### config.mk
export PLATFORM = sky130hd
export DESIGN_NAME = ifeb_bank
export DESIGN_NICKNAME = d
export VERILOG_FILES = /design/src/ifeb_pkg.sv /design/src/ifeb_bank.sv /design/src/ifeb_reg16.sv
export SDC_FILE = /design/constraint.sdc
export NUM_CORES = 1
export LEC_CHECK = 0
export BUFFER_PORTS_ARGS = -buffer_cell sky130_fd_sc_hd__clkbuf_2
export CORE_MARGIN = 1
export CORE_UTILIZATION = 53
export CTS_CLUSTER_SIZE = 20
export DETAILED_ROUTE_END_ITERATION = 10
export GPL_TIMING_DRIVEN = 0
export PLACE_DENSITY = 0.87
export REMOVE_ABC_BUFFERS = 1
export SETUP_SLACK_MARGIN = 0.02
export SLEW_MARGIN = 0
export SYNTH_ARGS = -nofsm -noshare
export SYNTH_HDL_FRONTEND = slang
export SYNTH_SLANG_ARGS = --single-unit
### constraint.sdc
create_clock -name clock -period 6.6 [get_ports clock]
set_input_delay 0.33 -clock clock [delete_from_list [all_inputs] [get_ports clock]]
set_output_delay 0.33 -clock clock [all_outputs]
set_load 0.03 [all_outputs]
### src/ifeb_pkg.sv
package ifeb_pkg;

    // Register indices on the plain register port (word addresses).
    localparam logic [3:0] ADDR_FLAGS_1   = 4'h1;
    localparam logic [3:0] ADDR_FLAGS_2   = 4'h2;
    localparam logic [3:0] ADDR_FLAGS_3   = 4'h3;
    localparam logic [3:0] ADDR_FLAGS_4   = 4'h4;
    localparam logic [3:0] ADDR_FLAGS_5   = 4'h5;
    localparam logic [3:0] ADDR_ENABLES_0 = 4'h8;
    localparam logic [3:0] ADDR_ENABLES_1 = 4'h9;
    localparam logic [3:0] ADDR_ENABLES_2 = 4'ha;

    // Implemented-bit masks; every other position is fixed at zero.
    localparam logic [15:0] MASK_FLAGS_1   = 16'hfe1f;
    localparam logic [15:0] MASK_FLAGS_2   = 16'h22e3;
    localparam logic [15:0] MASK_FLAGS_3   = 16'h4006;
    localparam logic [15:0] MASK_FLAGS_4   = 16'h210e;
    localparam logic [15:0] MASK_FLAGS_5   = 16'h0040;
    localparam logic [15:0] MASK_ENABLES_0 = 16'h3fef;
    localparam logic [15:0] MASK_ENABLES_1 = MASK_FLAGS_1;
    localparam logic [15:0] MASK_ENABLES_2 = MASK_FLAGS_2;

    // Power-on value of every implemented bit.
    localparam logic [15:0] RESET_VALUE = 16'h0000;

    // Selected field positions.
    localparam int UART2_TX_FLAG_BIT    = 15;
    localparam int TIMER4_FLAG_BIT      = 11;
    localparam int CAPTURE4_FLAG_BIT    = 6;
    localparam int USB_OTG_FLAG_BIT     = 6;
    localparam int CALENDAR_FLAG_BIT    = 14;
    localparam int ADC_DONE_ENABLE_BIT  = 13;

endpackage

### src/ifeb_bank.sv
`timescale 1ns/10ps
`default_nettype none

module ifeb_bank (
    // Clock and reset.
    input  wire logic        clock,
    input  wire logic        rst,
    // Register port.
    input  wire logic [3:0]  reg_addr,
    input  wire logic [15:0] reg_wdata,
    input  wire logic        reg_write,
    input  wire logic        reg_read,
    output logic      [15:0] reg_rdata,
    // Peripheral request pulses, one vector per flag register.
    input  wire logic [15:0] src_req_1,
    input  wire logic [15:0] src_req_2,
    input  wire logic [15:0] src_req_3,
    input  wire logic [15:0] src_req_4,
    input  wire logic [15:0] src_req_5,
    // Pending requests toward priority arbitration.
    output logic      [15:0] pending_1,
    output logic      [15:0] pending_2
);

    logic [15:0] flags_1_q;
    logic [15:0] flags_2_q;
    logic [15:0] flags_3_q;
    logic [15:0] flags_4_q;
    logic [15:0] flags_5_q;
    logic [15:0] enables_0_q;
    logic [15:0] enables_1_q;
    logic [15:0] enables_2_q;
    logic [15:0] reg_rdata_q;
    logic [15:0] pending_1_q;
    logic [15:0] pending_2_q;

    // Write strobes per register.
    wire sel_f1 = reg_write && (reg_addr == ifeb_pkg::ADDR_FLAGS_1);
    wire sel_f2 = reg_write && (reg_addr == ifeb_pkg::ADDR_FLAGS_2);
    wire sel_f3 = reg_write && (reg_addr == ifeb_pkg::ADDR_FLAGS_3);
    wire sel_f4 = reg_write && (reg_addr == ifeb_pkg::ADDR_FLAGS_4);
    wire sel_f5 = reg_write && (reg_addr == ifeb_pkg::ADDR_FLAGS_5);
    wire sel_e0 = reg_write && (reg_addr == ifeb_pkg::ADDR_ENABLES_0);
    wire sel_e1 = reg_write && (reg_addr == ifeb_pkg::ADDR_ENABLES_1);
    wire sel_e2 = reg_write && (reg_addr == ifeb_pkg::ADDR_ENABLES_2);
    wire [15:0] no_set = 16'h0000;

    // Flag registers: hardware sets, software writes; masks fix the layouts.
    ifeb_reg16 #(.MASK(ifeb_pkg::MASK_FLAGS_1)) u_flags_1 (
        .clock(clock), .rst(rst), .wr_en(sel_f1), .wr_data(reg_wdata),
        .hw_set(src_req_1), .value_q(flags_1_q));
    ifeb_reg16 #(.MASK(ifeb_pkg::MASK_FLAGS_2)) u_flags_2 (
        .clock(clock), .rst(rst), .wr_en(sel_f2), .wr_data(reg_wdata),
        .hw_set(src_req_2), .value_q(flags_2_q));
    ifeb_reg16 #(.MASK(ifeb_pkg::MASK_FLAGS_3)) u_flags_3 (
        .clock(clock), .rst(rst), .wr_en(sel_f3), .wr_data(reg_wdata),
        .hw_set(src_req_3), .value_q(flags_3_q));
    ifeb_reg16 #(.MASK(ifeb_pkg::MASK_FLAGS_4)) u_flags_4 (
        .clock(clock), .rst(rst), .wr_en(sel_f4), .wr_data(reg_wdata),
        .hw_set(src_req_4), .value_q(flags_4_q));
    ifeb_reg16 #(.MASK(ifeb_pkg::MASK_FLAGS_5)) u_flags_5 (
        .clock(clock), .rst(rst), .wr_en(sel_f5), .wr_data(reg_wdata),
        .hw_set(src_req_5), .value_q(flags_5_q));

    // Enable registers are written only by software.
    ifeb_reg16 #(.MASK(ifeb_pkg::MASK_ENABLES_0)) u_enables_0 (
        .clock(clock), .rst(rst), .wr_en(sel_e0), .wr_data(reg_wdata),
        .hw_set(no_set), .value_q(enables_0_q));
    ifeb_reg16 #(.MASK(ifeb_pkg::MASK_ENABLES_1)) u_enables_1 (
        .clock(clock), .rst(rst), .wr_en(sel_e1), .wr_data(reg_wdata),
        .hw_set(no_set), .value_q(enables_1_q));
    ifeb_reg16 #(.MASK(ifeb_pkg::MASK_ENABLES_2)) u_enables_2 (
        .clock(clock), .rst(rst), .wr_en(sel_e2), .wr_data(reg_wdata),
        .hw_set(no_set), .value_q(enables_2_q));

    // Read decode; unmapped addresses and reserved bits return zero.
    wire [15:0] rd_mux =
        (reg_addr == ifeb_pkg::ADDR_FLAGS_1)   ? flags_1_q :
        (reg_addr == ifeb_pkg::ADDR_FLAGS_2)   ? flags_2_q :
        (reg_addr == ifeb_pkg::ADDR_FLAGS_3)   ? flags_3_q :
        (reg_addr == ifeb_pkg::ADDR_FLAGS_4)   ? flags_4_q :
        (reg_addr == ifeb_pkg::ADDR_FLAGS_5)   ? flags_5_q :
        (reg_addr == ifeb_pkg::ADDR_ENABLES_0) ? enables_0_q :
        (reg_addr == ifeb_pkg::ADDR_ENABLES_1) ? enables_1_q :
        (reg_addr == ifeb_pkg::ADDR_ENABLES_2) ? enables_2_q : 16'h0000;

    // Pending requests: flag and enable for the two register pairs that share layouts.
    // Flag 1 pairs with enable 1 and flag 2 with enable 2; flags stay until cleared.
    wire [15:0] pend_1_d = flags_1_q & enables_1_q;
    wire [15:0] pend_2_d = flags_2_q & enables_2_q;

    // Read data is valid only in the cycle after the read strobe.
    always_ff @(posedge clock or posedge rst) begin
        if (rst) begin
            reg_rdata_q <= 16'h0000;
            pending_1_q <= 16'h0000;
            pending_2_q <= 16'h0000;
        end else begin
            reg_rdata_q <= reg_read ? rd_mux : 16'h0000;
            pending_1_q <= pend_1_d;
            pending_2_q <= pend_2_d;
        end
    end

    assign reg_rdata = reg_rdata_q;
    assign pending_1 = pending_1_q;
    assign pending_2 = pending_2_q;

    // Reserved positions in flags one and five never read one.
    a_flag_mask_zero: assert property (@(posedge clock) disable iff (rst)
        (flags_1_q & ~ifeb_pkg::MASK_FLAGS_1) == 16'h0000 &&
        (flags_5_q & ~ifeb_pkg::MASK_FLAGS_5) == 16'h0000)
        else $error("reserved flag bit set");

    // A request pulse shows up in the flag one cycle later.
    a_flag_sets: assert property (@(posedge clock) disable iff (rst)
        src_req_1[ifeb_pkg::TIMER4_FLAG_BIT] |=> flags_1_q[ifeb_pkg::TIMER4_FLAG_BIT])
        else $error("timer4 flag not set");

    // Without set or write the flag holds.
    a_flag_holds: assert property (@(posedge clock) disable iff (rst)
        !sel_f2 |=> flags_2_q == ($past(flags_2_q) | $past(src_req_2 & ifeb_pkg::MASK_FLAGS_2)))
        else $error("flag two changed without cause");

    // Software write lands in enable zero.
    a_enable_write: assert property (@(posedge clock) disable iff (rst)
        sel_e0 |=> enables_0_q == ($past(reg_wdata) & ifeb_pkg::MASK_ENABLES_0))
        else $error("enable zero write lost");

    // Pending follows flag and enable one cycle on.
    a_pending_gate: assert property (@(posedge clock) disable iff (rst)
        ##1 pending_1 == $past(flags_1_q & enables_1_q))
        else $error("pending one wrong");

    // Read data appears one cycle after the strobe.
    a_read_data: assert property (@(posedge clock) disable iff (rst)
        reg_read && reg_addr == ifeb_pkg::ADDR_ENABLES_2 |=> reg_rdata == $past(enables_2_q))
        else $error("read data wrong");

    // Unmapped reads return zero.
    a_unmapped_zero: assert property (@(posedge clock) disable iff (rst)
        reg_read && reg_addr == 4'h0 |=> reg_rdata == 16'h0000)
        else $error("unmapped read nonzero");

    // Flag five only ever holds the usb bit.
    a_usb_only: assert property (@(posedge clock) disable iff (rst)
        src_req_5[ifeb_pkg::USB_OTG_FLAG_BIT] && !sel_f5 |=> flags_5_q == 16'h0040)
        else $error("usb flag layout wrong");

    // Each register reads back what it holds, one cycle after the strobe.
    a_read_flag_one: assert property (@(posedge clock) disable iff (rst)
        reg_read && reg_addr == ifeb_pkg::ADDR_FLAGS_1 |=> reg_rdata == $past(flags_1_q))
        else $error("flag one read wrong");
    a_read_flag_two: assert property (@(posedge clock) disable iff (rst)
        reg_read && reg_addr == ifeb_pkg::ADDR_FLAGS_2 |=> reg_rdata == $past(flags_2_q))
        else $error("flag two read wrong");
    a_read_flag_three: assert property (@(posedge clock) disable iff (rst)
        reg_read && reg_addr == ifeb_pkg::ADDR_FLAGS_3 |=> reg_rdata == $past(flags_3_q))
        else $error("flag three read wrong");
    a_read_flag_four: assert property (@(posedge clock) disable iff (rst)
        reg_read && reg_addr == ifeb_pkg::ADDR_FLAGS_4 |=> reg_rdata == $past(flags_4_q))
        else $error("flag four read wrong");
    a_read_flag_five: assert property (@(posedge clock) disable iff (rst)
        reg_read && reg_addr == ifeb_pkg::ADDR_FLAGS_5 |=> reg_rdata == $past(flags_5_q))
        else $error("flag five read wrong");
    a_read_enable_zero: assert property (@(posedge clock) disable iff (rst)
        reg_read && reg_addr == ifeb_pkg::ADDR_ENABLES_0 |=> reg_rdata == $past(enables_0_q))
        else $error("enable zero read wrong");
    a_read_enable_one: assert property (@(posedge clock) disable iff (rst)
        reg_read && reg_addr == ifeb_pkg::ADDR_ENABLES_1 |=> reg_rdata == $past(enables_1_q))
        else $error("enable one read wrong");

    // A software write lands masked; a request in the same cycle still sets its flag.
    a_write_flag_one: assert property (@(posedge clock) disable iff (rst)
        sel_f1 |=> flags_1_q == (($past(reg_wdata) | $past(src_req_1)) & ifeb_pkg::MASK_FLAGS_1))
        else $error("flag one write wrong");
    a_write_flag_two: assert property (@(posedge clock) disable iff (rst)
        sel_f2 |=> flags_2_q == (($past(reg_wdata) | $past(src_req_2)) & ifeb_pkg::MASK_FLAGS_2))
        else $error("flag two write wrong");
    a_write_flag_three: assert property (@(posedge clock) disable iff (rst)
        sel_f3 |=> flags_3_q == (($past(reg_wdata) | $past(src_req_3)) & ifeb_pkg::MASK_FLAGS_3))
        else $error("flag three write wrong");
    a_write_flag_four: assert property (@(posedge clock) disable iff (rst)
        sel_f4 |=> flags_4_q == (($past(reg_wdata) | $past(src_req_4)) & ifeb_pkg::MASK_FLAGS_4))
        else $error("flag four write wrong");
    a_write_flag_five: assert property (@(posedge clock) disable iff (rst)
        sel_f5 |=> flags_5_q == (($past(reg_wdata) | $past(src_req_5)) & ifeb_pkg::MASK_FLAGS_5))
        else $error("flag five write wrong");
    a_write_enable_one: assert property (@(posedge clock) disable iff (rst)
        sel_e1 |=> enables_1_q == ($past(reg_wdata) & ifeb_pkg::MASK_ENABLES_1))
        else $error("enable one write lost");
    a_write_enable_two: assert property (@(posedge clock) disable iff (rst)
        sel_e2 |=> enables_2_q == ($past(reg_wdata) & ifeb_pkg::MASK_ENABLES_2))
        else $error("enable two write lost");

    // Without a write a flag only gains bits, so a pending event is never dropped.
    a_hold_flag_one: assert property (@(posedge clock) disable iff (rst)
        !sel_f1 |=> flags_1_q == ($past(flags_1_q) | $past(src_req_1 & ifeb_pkg::MASK_FLAGS_1)))
        else $error("flag one changed without cause");
    a_hold_flag_three: assert property (@(posedge clock) disable iff (rst)
        !sel_f3 |=> flags_3_q == ($past(flags_3_q) | $past(src_req_3 & ifeb_pkg::MASK_FLAGS_3)))
        else $error("flag three changed without cause");
    a_hold_flag_four: assert property (@(posedge clock) disable iff (rst)
        !sel_f4 |=> flags_4_q == ($past(flags_4_q) | $past(src_req_4 & ifeb_pkg::MASK_FLAGS_4)))
        else $error("flag four changed without cause");
    a_hold_flag_five: assert property (@(posedge clock) disable iff (rst)
        !sel_f5 |=> flags_5_q == ($past(flags_5_q) | $past(src_req_5 & ifeb_pkg::MASK_FLAGS_5)))
        else $error("flag five changed without cause");

    // Enables change only under a software write to their own index.
    a_hold_enable_zero: assert property (@(posedge clock) disable iff (rst)
        !sel_e0 |=> $stable(enables_0_q))
        else $error("enable zero changed without write");
    a_hold_enable_one: assert property (@(posedge clock) disable iff (rst)
        !sel_e1 |=> $stable(enables_1_q))
        else $error("enable one changed without write");
    a_hold_enable_two: assert property (@(posedge clock) disable iff (rst)
        !sel_e2 |=> $stable(enables_2_q))
        else $error("enable two changed without write");

    // Reserved positions stay zero in the remaining flags and in every enable.
    a_flag_mask_rest: assert property (@(posedge clock) disable iff (rst)
        (flags_2_q & ~ifeb_pkg::MASK_FLAGS_2) == 16'h0000 &&
        (flags_3_q & ~ifeb_pkg::MASK_FLAGS_3) == 16'h0000 &&
        (flags_4_q & ~ifeb_pkg::MASK_FLAGS_4) == 16'h0000)
        else $error("reserved bit set in flags two to four");
    a_enable_mask_zero: assert property (@(posedge clock) disable iff (rst)
        (enables_0_q & ~ifeb_pkg::MASK_ENABLES_0) == 16'h0000 &&
        (enables_1_q & ~ifeb_pkg::MASK_ENABLES_1) == 16'h0000 &&
        (enables_2_q & ~ifeb_pkg::MASK_ENABLES_2) == 16'h0000)
        else $error("reserved enable bit set");

    // Pending two follows its flag and enable one cycle later.
    a_pending_two: assert property (@(posedge clock) disable iff (rst)
        ##1 pending_2 == $past(flags_2_q & enables_2_q))
        else $error("pending two wrong");

    // Without a read strobe the data return to zero, so stale data never linger.
    a_read_idle: assert property (@(posedge clock) disable iff (rst)
        !reg_read |=> reg_rdata == 16'h0000)
        else $error("read data not idle");

    // The gap between flag and enable indices reads zero.
    a_unmapped_gap: assert property (@(posedge clock) disable iff (rst)
        reg_read && reg_addr == 4'h7 |=> reg_rdata == 16'h0000)
        else $error("gap index read nonzero");

    // A write to the gap index must not alias onto an enable register.
    a_unmapped_write: assert property (@(posedge clock) disable iff (rst)
        reg_write && reg_addr == 4'h7 |=>
            $stable(enables_0_q) && $stable(enables_1_q) && $stable(enables_2_q))
        else $error("gap write changed an enable");

    // Every implemented source line sets its flag one cycle later.
    a_set_flag_one: assert property (@(posedge clock) disable iff (rst)
        (|src_req_1) |=> (flags_1_q & $past(src_req_1 & ifeb_pkg::MASK_FLAGS_1)) ==
            $past(src_req_1 & ifeb_pkg::MASK_FLAGS_1))
        else $error("flag one missed a request");
    a_set_flag_two: assert property (@(posedge clock) disable iff (rst)
        (|src_req_2) |=> (flags_2_q & $past(src_req_2 & ifeb_pkg::MASK_FLAGS_2)) ==
            $past(src_req_2 & ifeb_pkg::MASK_FLAGS_2))
        else $error("flag two missed a request");
    a_set_flag_three: assert property (@(posedge clock) disable iff (rst)
        (|src_req_3) |=> (flags_3_q & $past(src_req_3 & ifeb_pkg::MASK_FLAGS_3)) ==
            $past(src_req_3 & ifeb_pkg::MASK_FLAGS_3))
        else $error("flag three missed a request");
    a_set_flag_four: assert property (@(posedge clock) disable iff (rst)
        (|src_req_4) |=> (flags_4_q & $past(src_req_4 & ifeb_pkg::MASK_FLAGS_4)) ==
            $past(src_req_4 & ifeb_pkg::MASK_FLAGS_4))
        else $error("flag four missed a request");
    a_set_flag_five: assert property (@(posedge clock) disable iff (rst)
        (|src_req_5) |=> (flags_5_q & $past(src_req_5 & ifeb_pkg::MASK_FLAGS_5)) ==
            $past(src_req_5 & ifeb_pkg::MASK_FLAGS_5))
        else $error("flag five missed a request");

    // In the cycle after reset lifts, no flag may still hold an old event.
    a_reset_flags: assert property (@(posedge clock)
        $fell(rst) |->
            (flags_1_q | flags_2_q | flags_3_q | flags_4_q | flags_5_q) == ifeb_pkg::RESET_VALUE)
        else $error("flag not zero after reset");

    // Enables and pending outputs leave reset at zero, so nothing is requested early.
    a_reset_outputs: assert property (@(posedge clock)
        $fell(rst) |->
            (enables_0_q | enables_1_q | enables_2_q | pending_1 | pending_2) == 16'h0000)
        else $error("enable or pending not zero after reset");

endmodule

`default_nettype wire

### src/ifeb_reg16.sv
`timescale 1ns/10ps
`default_nettype none

module ifeb_reg16 #(
    parameter logic [15:0] MASK = 16'hffff
) (
    // Clock and reset.
    input  wire logic        clock,
    input  wire logic        rst,
    // Software write.
    input  wire logic        wr_en,
    input  wire logic [15:0] wr_data,
    // Hardware set pulses, one per bit.
    input  wire logic [15:0] hw_set,
    // Stored value.
    output logic      [15:0] value_q
);

    logic [15:0] value_d;

    // A hardware set wins over a software clear in the same cycle, so no event is lost.
    assign value_d = ((wr_en ? wr_data : value_q) | hw_set) & MASK;

    // Unimplemented bits never leave zero because of the mask.
    always_ff @(posedge clock or posedge rst) begin
        if (rst) begin
            value_q <= ifeb_pkg::RESET_VALUE;
        end else begin
            value_q <= value_d;
        end
    end

endmodule

`default_nettype wire

==> impl_table.tex <==
\begin{tabular}{lr}
\hline
Metric & Value \\
\hline
\multicolumn{2}{l}{\textbf{Power}} \\
Net Sw Power & 389 uW \\
Worst IR Drop VDD & 0.000112 V \\
Power Density & 276 nW/um\^{}2 \\
Relative contribution of the clock network to total power & 0.282 \\
Static leakage & 2.30 nW \\
Part of the total power dissipated in sequential elements & 0.527 \\
Cell-internal power & 939 uW \\
Combinational share of power & 0.191 \\
Sw Ratio & 0.293 \\
\multicolumn{2}{l}{\textbf{Setup path}} \\
Worst reg2reg path endpoint & reg\_rdata[6] \\
Crit Reg-Reg Startpoint & u\_flags\_5.value\_q[6] \\
Launching element type of the critical path & input pin \\
Largest driver fanout on the critical path & 13 \\
Critical path endpoint category & flip-flop \\
Required time of the critical path & 6840 ps \\
Critical path class & in2reg \\
Worst reg2reg path depth & 3 \\
Worst setup path start & reg\_addr[3] \\
R2R Setup Slk & 5380 ps \\
Worst path arrival time & 2970 ps \\
\multicolumn{2}{l}{\textbf{Route}} \\
Number of iterations in the first detailed-routing pass & 5 \\
Iteration-0 DRC Markers & 190 \\
Via Count & 3065 \\
Avg WL per Cell & 16.1 um \\
Number of DRC violations after detailed routing & 0 \\
Mean number of vias per cell & 5.50 \\
Total detailed-routing wirelength & 8950 um \\
Post-route ant nets & 0 \\
\multicolumn{2}{l}{\textbf{Job}} \\
Reported max-cap violation count & 0 \\
\multicolumn{2}{l}{\textbf{Floorplan}} \\
Core area & 7690 um\^{}2 \\
Die span in y & 90.9 um \\
Effective utilization at floorplan & 0.545 \\
Die W & 90.9 um \\
Die area & 8260 um\^{}2 \\
Top-level port count & 152 \\
Cell row count & 32 \\
\multicolumn{2}{l}{\textbf{Placement}} \\
Routability-driven placement congestion ratio & 0.852 \\
IO Port Bufs & 86 \\
Half-perimeter wire length of the detailed placement result & 6290 um \\
\multicolumn{2}{l}{\textbf{Cells and area}} \\
Antenna diode count & 0 \\
Synthesis-to-finish area growth & 15.0\% \\
Sequential cell area & 2380 um\^{}2 \\
Count of filler cells inserted in the layout & 634 \\
Final nets & 554 \\
Area of combinational cells with multiple inputs & 1620 um\^{}2 \\
Fraction of layout instances using a drive strength above 1 & 0.229 \\
\multicolumn{2}{l}{\textbf{Global route}} \\
Global-route wire length before repair & 14600 um \\
Antenna violations before repair & 0 \\
Final global-route overflow total & 0 \\
Overall fraction of global-route tracks in use & 0.231 \\
Via count of the first global-routing pass & 2991 \\
Maximum number of pins on one net before global-route repair & 55 \\
\multicolumn{2}{l}{\textbf{Synth}} \\
Proportion of synthesized chip area in sequential cells & 0.568 \\
Predominant post-synthesis flop cell & sky130\_fd\_sc\_hd\_\_dfrtp\_1 \\
Number of storage elements in the synthesis netlist & 95 \\
Synth Warn \# & 0 \\
Async set-or-reset flop fraction in the synthesized netlist & 1.00 \\
Syn\_area\_per\_cell & 11.3 um\^{}2 \\
Syn Std Cell Area & 4190 um\^{}2 \\
Count of cell types in the netlist & 39 \\
Syn Inst Count & 372 \\
Post-synth EDFFs & 0 \\
\multicolumn{2}{l}{\textbf{Clock tree}} \\
Clock sink total & 95 \\
H-tree depth & 3 \\
Post\_cts resized & 0 \\
Number of buffers on the longest clock path & 2 \\
CTS buffer count & 9 \\
Root buffer cell & sky130\_fd\_sc\_hd\_\_clkbuf\_8 \\
Hold bufs inserted after CTS & 0 \\
Clock transition at the registers of the reported paths & 80 ps \\
Clock latency on the worst-skew pair & 360 ps \\
Clock tree from TritonCTS & done \\
Post CTS Setup Buffer Count & 0 \\
\multicolumn{2}{l}{\textbf{STA}} \\
Slew headroom & 0.166 \\
Slew Limit Fails & 0 \\
Aggregate negative setup slack & 0 ps \\
Final Hold Vio Count & 0 \\
Setup clock skew after layout & 8.59 ps \\
Final setup viols & 0 \\
Upper clock frequency limit & 365 MHz \\
Share of the clock period used by the worst path after layout & 0.415 \\
RSZ-0062 raised after global routing & no \\
Minimum period implied by the final worst setup slack & 2740 ps \\
Post-Route Hold Slack & 8.33 ps \\
Worst Max-Slew Pin Slew & 1250 ps \\
\multicolumn{2}{l}{\textbf{Status}} \\
Status & finished, final reports clean \\
\multicolumn{2}{l}{\textbf{Min path}} \\
Path category of the worst min-delay check & in2async \\
\hline
\end{tabular}
[metal layers]
metal,track usage,wire length (um),up-vias
met3,0.0497,592,16
met5,0,0,-
met4,0.108,199,0
met1,0.300,3780,1493
li1,-,-,1412
met2,0.372,4380,144
[critical path, stage by stage]
cell                       delay [ps]
sky130_fd_sc_hd__clkbuf_2         240
sky130_fd_sc_hd__nor2b_1          810
sky130_fd_sc_hd__nand2_1          190
sky130_fd_sc_hd__nor2_1           990
sky130_fd_sc_hd__mux2_1           390
[kinds of logic (layout without fill, tap and decap cells)]
kind of cell | count (synthesis) | after routing | synth area share
buffers and inverters | 42 | 113 | 0.0559
flip-flops | 95 | 95 | 0.568
multiplexers | 36 | 36 | 0.0959
other | 1 | 13 | 0.000895
AND/OR/NAND/NOR | 144 | 144 | 0.184
AO/OA/AOI/OAI | 54 | 54 | 0.0956
[cell type report]
class / count / share of cell area
Sequential cell: 95 / 0.494
Clock inverter: 4 / 0.00935
Multi-Input combinational cell: 247 / 0.337
Clock buffer: 12 / 0.0301
Tap cell: 102 / 0.0265
Timing Repair Buffer: 87 / 0.0951
Inverter: 10 / 0.00831
[flip-flops by register name (all words and copies together), names as in the netlist]
signal / count
pending_1: 12
pending_2: 7
reg_rdata: 16
u_enables_0.value_q: 13
u_enables_1.value_q: 12
u_enables_2.value_q: 7
u_flags_1.value_q: 12
u_flags_2.value_q: 7
u_flags_3.value_q: 3
u_flags_4.value_q: 5
u_flags_5.value_q: 1
[power by group through the flow]
| stage | Sequential (mW) | Combinational, mW | Clock, mW |
|---|---|---|---|
| after CTS | 0.699 | 0.256 | 0.379 |
| after detailed placement | 0.710 | 0.255 | 0 |
| after global routing | 0.709 | 0.276 | 0.407 |
| after floorplan | 0.765 | 0.108 | 0 |
| after global placement | 0.706 | 0.246 | 0 |
| final | 0.700 | 0.254 | 0.374 |
[cell usage after synthesis, drive strengths merged, types with 2 or more instances]
master	count	area, um^2
dfrtp	95	2380
nand2	43	161
mux2	33	372
buf	27	178
nand3b	22	165
and2	20	125
nor2	16	60.1
nor2b	13	81.3
inv	10	37.5
a211o	9	78.8
a22oi	9	67.6
nor3	8	45.0
a21oi	7	35.0
o21ai	7	35.0
a22o	6	52.6
nand2b	6	37.5
nand3	6	30.0
and3	5	31.3
clkbuf	5	18.8
a21o	3	22.5
a221oi	3	26.3
a32oi	3	26.3
mux2i	3	30.0
a2bb2oi	2	17.5
[worst max path at each step]
stage | endpoint | slack (ps) | cells after the start
6_report | u_enables_1.value_q[0] | 3860 | 5
2_1_floorplan | pending_1[0] | 3790 | 1
5_1_grt | u_enables_1.value_q[0] | 3700 | 5
4_1_cts | u_enables_1.value_q[0] | 3920 | 5
3_5_place_dp | u_enables_1.value_q[11] | 3550 | 5
3_3_place_gp | pending_1[0] | 2920 | 2
[metrics by stage]
stage | instance area (um^2) | std cells | worst slack, ps | power [mW] | util
floorplan | 4040 | 352 | 3790 | 0.873 | -
global placement | 4600 | 540 | 2920 | 0.952 | 0.598
detailed placement | 4630 | 541 | 3550 | 0.966 | 0.602
CTS | 4820 | 557 | 3920 | 1.33 | 0.626
global route | 4820 | 557 | 3700 | 1.39 | 0.626
finish | 4820 | 557 | 3860 | 1.33 | 0.626
[placed cells by master, fill, tap and decap left out, types with 6 or more instances in the layout]
cell                       instances
sky130_fd_sc_hd__a21oi_1           7
sky130_fd_sc_hd__a22oi_1           9
sky130_fd_sc_hd__dfrtp_1          95
sky130_fd_sc_hd__and2_1           20
sky130_fd_sc_hd__nand3b_1         22
sky130_fd_sc_hd__nor2_1           16
sky130_fd_sc_hd__nor2b_1          13
sky130_fd_sc_hd__clkbuf_2         86
sky130_fd_sc_hd__a211o_1           9
sky130_fd_sc_hd__inv_1             9
sky130_fd_sc_hd__clkbuf_8         10
sky130_fd_sc_hd__mux2_1           32
sky130_fd_sc_hd__conb_1           13
sky130_fd_sc_hd__nand3_1           6
sky130_fd_sc_hd__nor3_1            7
sky130_fd_sc_hd__a22o_1            6
sky130_fd_sc_hd__nand2_1          43
sky130_fd_sc_hd__nand2b_1          6
Note: power is estimated with default switching activity, not from simulation.
